**config.mk**
```make
export PLATFORM = sky130hd
export DESIGN_NAME = iam_mapper
export DESIGN_NICKNAME = d
export VERILOG_FILES = /design/src/rtl/iam_pkg.sv /design/src/rtl/iam_mapper.sv
export SDC_FILE = /design/constraint.sdc
export NUM_CORES = 1
export LEC_CHECK = 0
export ABC_AREA = 0
export BUFFER_PORTS_ARGS = -buffer_cell sky130_fd_sc_hd__buf_4
export CAP_MARGIN = 10
export CORE_AREA = 3 3 152 154
export DETAILED_ROUTE_END_ITERATION = 6
export DIE_AREA = 0 0 155 157
export PLACE_DENSITY = 0.55
export SLEW_MARGIN = 20
export SYNTH_ARGS = -nofsm -noshare
export SYNTH_HDL_FRONTEND = slang
export SYNTH_SLANG_ARGS = --single-unit
export TNS_END_PERCENT = 50
```
**constraint.sdc**
```tcl
create_clock -name core_clk -period 69.6 [get_ports core_clk]
set_input_delay 3.48 -clock core_clk [delete_from_list [all_inputs] [get_ports core_clk]]
set_output_delay 3.48 -clock core_clk [all_outputs]
set_load 0.1 [all_outputs]
```
**src/rtl/iam_pkg.sv**
```systemverilog
/*
 pointer map constants and carrier types for the indirect address mapper.
 assumes a 16-bit pointer, 8-bit data and a 15-bit program flash address.
*/
package iam_pkg;
  localparam logic [15:0] LIN_BASE = 16'h2000;
  localparam logic [15:0] LIN_LAST = 16'h29af;
  localparam logic [15:0] LIN_SPAN = 16'h09b0;
  localparam logic [15:0] GPR_BLOCK = 16'h0050;
  localparam logic [6:0] GPR_FIRST = 7'h20;
  localparam int FLASH_BIT = 15;
  localparam int FLASH_AW = 15;
  localparam int FLASH_DW = 14;
  localparam int BANK_W = 5;
  localparam logic [7:0] UNIMP_READ = 8'h00;

  // decoded target of one indirect access
  typedef enum logic [1:0] {
    IAM_TGT_RAM,
    IAM_TGT_FLASH,
    IAM_TGT_NONE
  } iam_target_t;

  // one request from the core
  typedef struct packed {
    logic rd;
    logic wr;
    logic [7:0] ptr_hi;
    logic [7:0] ptr_lo;
    logic [7:0] wdata;
  } iam_req_t;

  // banked ram access towards the storage
  typedef struct packed {
    logic rd;
    logic wr;
    logic [BANK_W-1:0] bank;
    logic [6:0] offs;
    logic [7:0] wdata;
  } iam_ram_t;
endpackage

```
**src/rtl/iam_mapper.sv**
```systemverilog
/*
 indirect address mapper: decodes the core's pointer onto banked ram,
 program flash or a zero read, and stalls the core on flash reads and writes.
 assumes ram and flash answer combinationally in the same cycle, and that
 the core holds its request while stall is high.
*/
`timescale 1ns/1ps
`default_nettype none
module iam_mapper (
  // clock and reset
  input wire logic core_clk,
  input wire logic rst,
  // core side
  input wire iam_pkg::iam_req_t req,
  output logic stall,
  output logic [7:0] rdata,
  output logic rvalid,
  // banked ram side
  output iam_pkg::iam_ram_t ram,
  input wire logic [7:0] ram_rdata,
  // program flash side
  output logic flash_rd,
  output logic [iam_pkg::FLASH_AW-1:0] flash_addr,
  input wire logic [iam_pkg::FLASH_DW-1:0] flash_rdata
);

  // an access is either fresh or in the one wait cycle after its stalled flash cycle
  typedef enum logic {IAM_IDLE, IAM_WAIT} iam_state_t;

  // bank field width, and the highest bank number the divider can return
  localparam int BANK_W_L = iam_pkg::BANK_W;
  localparam int BANK_TOP = (1 << BANK_W_L) - 1;

  // pointer, window offset and the decoded ram address
  logic [15:0] ptr;
  logic [15:0] lin_off;
  logic [BANK_W_L-1:0] bank;
  logic [6:0] byte_off;
  iam_pkg::iam_target_t tgt;
  iam_state_t state_q, state_d;
  logic [7:0] rdata_q, rdata_d;
  logic rvalid_q, rvalid_d;

  ////////////////////////////////////////////////////////////////////////
  // decode, freshly from the byte pair each cycle
  assign ptr = {req.ptr_hi, req.ptr_lo};
  assign lin_off = ptr - iam_pkg::LIN_BASE;

  // divide by 80 without a divider: window spans fewer than 32 blocks.
  // the largest multiple of 80 not above the offset gives the bank, and
  // what is left over gives the byte; outside the window the result is
  // junk, but then no strobe goes out, so it never reaches storage
  always_comb begin
    logic [15:0] rem;
    rem = lin_off;
    bank = '0;
    for (int i = BANK_TOP; i > 0; i--) begin
      if (rem >= iam_pkg::GPR_BLOCK * 16'(i) && bank == '0 && i != 0) begin
        bank = BANK_W_L'(i);
        rem = rem - iam_pkg::GPR_BLOCK * 16'(i);
      end
    end
    // remainder stays below 80, so common ram at 0x70..0x7f is never hit
    byte_off = 7'(rem) + iam_pkg::GPR_FIRST;
  end

  // pick the target; the flash half wins over everything else, and any
  // pointer that is neither window nor flash falls to the zero read
  always_comb begin
    if (ptr[iam_pkg::FLASH_BIT]) begin
      tgt = iam_pkg::IAM_TGT_FLASH;
    end else if (ptr >= iam_pkg::LIN_BASE && ptr <= iam_pkg::LIN_LAST) begin
      tgt = iam_pkg::IAM_TGT_RAM;
    end else begin
      tgt = iam_pkg::IAM_TGT_NONE;
    end
  end

  ////////////////////////////////////////////////////////////////////////
  // storage strobes; flash has no write path at all, so a write into the
  // flash half only costs the stall cycle and leaves every array alone
  always_comb begin
    ram.rd = req.rd && tgt == iam_pkg::IAM_TGT_RAM;
    ram.wr = req.wr && tgt == iam_pkg::IAM_TGT_RAM;
    ram.bank = bank;
    ram.offs = byte_off;
    ram.wdata = req.wdata;
  end
  assign flash_addr = ptr[iam_pkg::FLASH_AW-1:0];
  assign flash_rd = req.rd && tgt == iam_pkg::IAM_TGT_FLASH && state_q == IAM_IDLE;

  ////////////////////////////////////////////////////////////////////////
  // sequencing: flash access holds the core one extra cycle.
  // the flash byte is captured in the stalled cycle, while flash_rd is up,
  // and held through the wait cycle so it stands when rvalid rises
  always_comb begin
    state_d = IAM_IDLE;
    rdata_d = rdata_q;
    rvalid_d = 1'b0;
    unique case (state_q)
      IAM_IDLE: begin
        if ((req.rd || req.wr) && tgt == iam_pkg::IAM_TGT_FLASH) begin
          state_d = IAM_WAIT;
          if (req.rd) begin
            rdata_d = flash_rdata[7:0];
          end
        end else if (req.rd) begin
          rvalid_d = 1'b1;
          rdata_d = (tgt == iam_pkg::IAM_TGT_RAM) ? ram_rdata : iam_pkg::UNIMP_READ;
        end
      end
      IAM_WAIT: begin
        rvalid_d = req.rd;
      end
    endcase
  end

  // state, read data and its valid pulse
  always_ff @(posedge core_clk or posedge rst) begin
    if (rst) begin
      state_q <= IAM_IDLE;
      rdata_q <= 8'h00;
      rvalid_q <= 1'b0;
    end else begin
      state_q <= state_d;
      rdata_q <= rdata_d;
      rvalid_q <= rvalid_d;
    end
  end

  // stall while a flash access is in its first cycle
  assign stall = state_q == IAM_IDLE && (req.rd || req.wr) && tgt == iam_pkg::IAM_TGT_FLASH;
  assign rdata = rdata_q;
  assign rvalid = rvalid_q;
endmodule
`default_nettype wire

```
=== After elaboration in Yosys (flattened, before gate mapping) ===
Cells that the tools add are included.

* $add $sub $neg: 33
* Mux-type cells: 73
* Magnitude comparators: 33
* Equality and inequality tests: 1
* Reductions and logical operators: 71
* Bitwise operators: 1

{| class="wikitable"
|+ Operator list
! kind !! count
|-
| $mux W16 || 30
|-
| $ge A16 B11 Y1 const B || 13
|-
| $sub A16 B11 Y16 const B || 13
|-
| $mux W5 || 31
|-
| $logic_not A5 Y1 || 30
|-
| $ge A16 B10 Y1 const B || 6
|-
| $ge A16 B12 Y1 const B || 6
|-
| $sub A16 B10 Y16 const B || 6
|-
| $sub A16 B12 Y16 const B || 6
|-
| $ge A16 B9 Y1 const B || 3
|-
| $sub A16 B9 Y16 const B || 3
|-
| $logic_and A1 B1 Y1 || 38
|-
| $ge A16 B8 Y1 const B || 2
|-
| $mux W8 || 4
|-
| $sub A16 B8 Y16 const B || 2
|-
| $ge A16 B14 Y1 const B || 1
|-
| $ge A16 B7 Y1 const B || 1
|-
| $le A16 B14 Y1 const B || 1
|-
| $sub A16 B14 Y16 const B || 1
|-
| $add A7 B6 Y7 const B || 1
|-
| $mux W7 || 1
|-
| $sub A7 B7 Y7 const B || 1
|-
| $mux W1 || 4
|-
| $mux W2 || 2
|-
| 6 further kinds || 6
|}

* Bits in registers: 10

=== Logic depth before layout (Yosys ltp) ===
* Depth in word-level cells: 94
* Depth in mapped cells: 135

=== Least setup slack after synthesis ===
No wires, ideal clock.

* Kind: input to output
* From: input req[12] in the netlist's numbering
* To: output ram[14] in the netlist's numbering
* Setup slack: 35.240 ns
* Data arrival time: 30.880 ns
* Buffers on the path: 9
* Cell stages on the path: 128
* Path through: ha_1 -> clkbuf_1 -> o211a_1 -> o21ai_1 -> a211oi_2 -> or2_4 -> o311ai_1 -> nor3_1 -> a211oi_1 -> ha_1 -> nand2_1 -> a211oi_1 -> a22oi_1 -> nand3_1 -> o211ai_1 -> a21oi_4 -> inv_2 -> ha_1 -> (+92 left out) -> inv_1 -> ha_1 -> nand3_1 -> nor2_1 -> nand2_1 -> o41a_1 -> nor2_1 -> nand3_1 -> o221ai_1 -> a31o_2 -> a21oi_1 -> a31oi_1 -> ha_1 -> nand2_1 -> a21oi_1 -> o21ai_1 -> o31a_1 -> xnor2_1

{| class="wikitable"
|+ RTL lines
! what !! line !! text
|-
| start: declaration || iam_mapper.sv:14 || <nowiki>input wire iam_pkg::iam_req_t req,</nowiki>
|-
| end: declaration || iam_mapper.sv:19 || <nowiki>output iam_pkg::iam_ram_t ram,</nowiki>
|}

==> reports/summary.txt <==
Mapped Nets = 1341
Dominant cell by count in the synthesized netlist = nand2_1
Row count = 54
Post-layout minimum cycle time = 37780 ps
Post_cts resized = 0
Top FF cell, synth = dfrtp_1
Final setup TNS = 0 ps
Number of port buffers = 75
Worst-Margin Slew = 792 ps
Largest cells by area after synthesis = ha_1, nand2_1, nor2_1, a21oi_1, o21ai_0
Run status = completed
Crit path capture type = output port
Hold Buf Count CTS = 0
Worst Skew = 1.25 ps
Gr ovfl total = 0
Area grow syn2layout = 7.37%
Clock slew seen by the registers of the worst setup and hold paths = 40 ps
Share of cells above drive strength 1 = 16.8%
Cell Area, Placed = 9280 um^2
Top cell type by total area after synthesis = ha_1
Crit Path Class = in -> out
Cells after Synth = 1239
Worst R2R Start = state_q
Worst-skew pair later-pin latency = 230 ps
CTS root buf = clkbuf_16
Fin crit share = 54.3%
RSZ-0062 raised after global routing = no
CTS tree = built
Final Net Count = 1368
Via count = 10.0k
Fin. Hold Viols = 0
Post-synth EDFFs = 0
Sequential share of the synthesized area = 2.86%
Async SR Flop Fraction = 100%
Power Density = 12.7 nW/um^2
Max cap viols = 0
Clk buf depth = 2
Hpwl dp = 23.7 mm
Initial Util = 40.1%
DRC Markers = 0
Vias in the first global route = 9002
All-Layer GR Usage = 22.4%
DRT iter0 DRCs = 933
Initial antenna violation count = 0
Mean post-synth cell area = 7.05 um^2
Pin count of the biggest net entering global routing = 17
Die ar. = 24300 um^2
Vias/cell = 6.48
Worst Path Required = 66120 ps
Hold path start = rdata[4]
CTS Sinks = 10
CP startpoint = req[12]
Ant. Diodes = 0
Worst VDD drop = 0.0109 mV
Crit path DAT = 34300 ps
Std-Cell Core Area = 21800 um^2
Fin. max-slew vios = 0
Achievable clock frequency = 0.0265 GHz
Hold WC Path Type = reg -> reg
Chip height = 157 um
Boundary Pins = 98
TritonCTS Buffers = 3
Crit path max fanout = 11
Final setup violation count = 0
Synthesized area = 8740 um^2
Die span in x = 155 um
H-tree levels = 1
First-pass GRT wire length = 46.9 mm
CP most frequent cell = ha_1
Yosys warnings = 0
ANT nets after route = 0
Placer Congestion = 0.949
Final Instance Area = 9390 um^2
Startpoint types = primary input
Wire length per cell = 18.8 um
Final WL = 29.0 mm
Post-CTS setup buffers = 0
Slew margin rel. = 45.9%
LEAKAGE = 3.50 nW
CP max stage delay = 640 ps
Slowest stage cell, crit path = a211oi_1
Synth cell count leaders = nand2_1, nor2_1, inv_1
FF+latch count, synth = 10
TritonRoute pass-1 iters = 5
Area fraction of the dominant cell type after synthesis = 7.44%
Post-synthesis cell type count = 128
[critical path, delay by kind of cell]
family / cells / cell delay [ps]
xor gates and xnor gates: 6 / 1760
adders and majority gates: 16 / 3790
AOI/OAI and AO/OA: 49 / 15130
muxes: 5 / 1890
buffers and inverters: 10 / 1370
and+or+nand+nor: 33 / 6780
[power by group]
| group | leakage (nW) | switching, mW | internal (mW) |
|---|---|---|---|
| combinational | 3.32 | 0.0694 | 0.0316 |
| clock | 0.0442 | 0.00260 | 0.00863 |
| sequential | 0.131 | 0.000284 | 0.00642 |
| total | 3.50 | 0.0722 | 0.0466 |
[layout make-up]
class / instances / area (um^2)
clock buffer: 4 / 88.8
fill: 2324 / 12400
inverter: 76 / 288
multi-input combinational: 1098 / 7830
sequential: 10 / 250
tap: 280 / 350
timing repair buffer: 77 / 578
[per-layer routing]
metal	vias to the layer above	global-route usage, %	wire length (um)
li1	4885	-	-
met2	351	36.3	13100
met5	-	0	0
met3	32	1.37	1580
met4	0	3.87	331
met1	4739	33.1	14000
[cell families after synthesis]
logic type	Yosys count	share of synthesized area, %
AOI/OAI and AO/OA	504	45.9
and+or+nand+nor	480	28.8
buffers and inverters	131	7.90
adders and majority gates	52	7.44
xor gates and xnor gates	39	4.08
muxes	23	2.99
DFF	10	2.86
[worst paths after layout]
path / end / slack, ps / depth (start not counted)
worst max register to register: rdata[0] / 68490 / 3
worst min register to register: rdata[4] / 480 / 2
min in group asynchronous: rdata[5] / 3230 / 2
worst max-delay path: ram[14] / 31820 / 119
worst min-delay path: rdata[4] / 480 / 2
max in group asynchronous: rdata[3] / 66090 / 2
[cell usage in the layout (no fill, tap or decap), types with 10 or more instances in the layout]
cell / n
nand2_1: 106
o211a_1: 13
a31oi_1: 23
buf_4: 77
o21ai_0: 62
nor2_1: 96
nor4_1: 13
a211oi_1: 22
and2_1: 24
a211o_1: 15
o21bai_1: 10
mux2i_1: 12
nand2b_1: 13
or2_2: 18
a22oi_1: 11
and3_1: 17
a21o_1: 18
inv_1: 66
a21boi_0: 10
o31a_1: 14
or3_1: 14
nor3_1: 45
nand4_1: 26
nand3_1: 49
ha_1: 52
xnor2_1: 34
a21oi_1: 64
o21ai_1: 21
o22ai_1: 10
o21a_1: 10
a2111oi_0: 10
o31ai_1: 16
dfrtp_1: 10
o211ai_1: 28
[state kept, by name, indices dropped and copies added (netlist names)]
| register | cells |
|---|---|
| state_q | 1 |
| rdata | 8 |
| rvalid | 1 |
[per-stage QoR]
stage | cells | total power, mW | utilization, % | worst slack (ps) | hold slack, ps
2_1_floorplan | 1239 | 0.0872 | - | 35240 | 521
3_3_place_gp | 1541 | 0.106 | 42.5 | 32020 | 467
3_5_place_dp | 1541 | 0.106 | 42.5 | 32200 | 476
4_1_cts | 1545 | 0.117 | 42.9 | 32070 | 485
5_1_grt | 1545 | 0.129 | 43.0 | 29330 | 504
6_report | 1545 | 0.119 | 43.0 | 31820 | 482
Note: power is estimated with default switching activity, not from simulation.
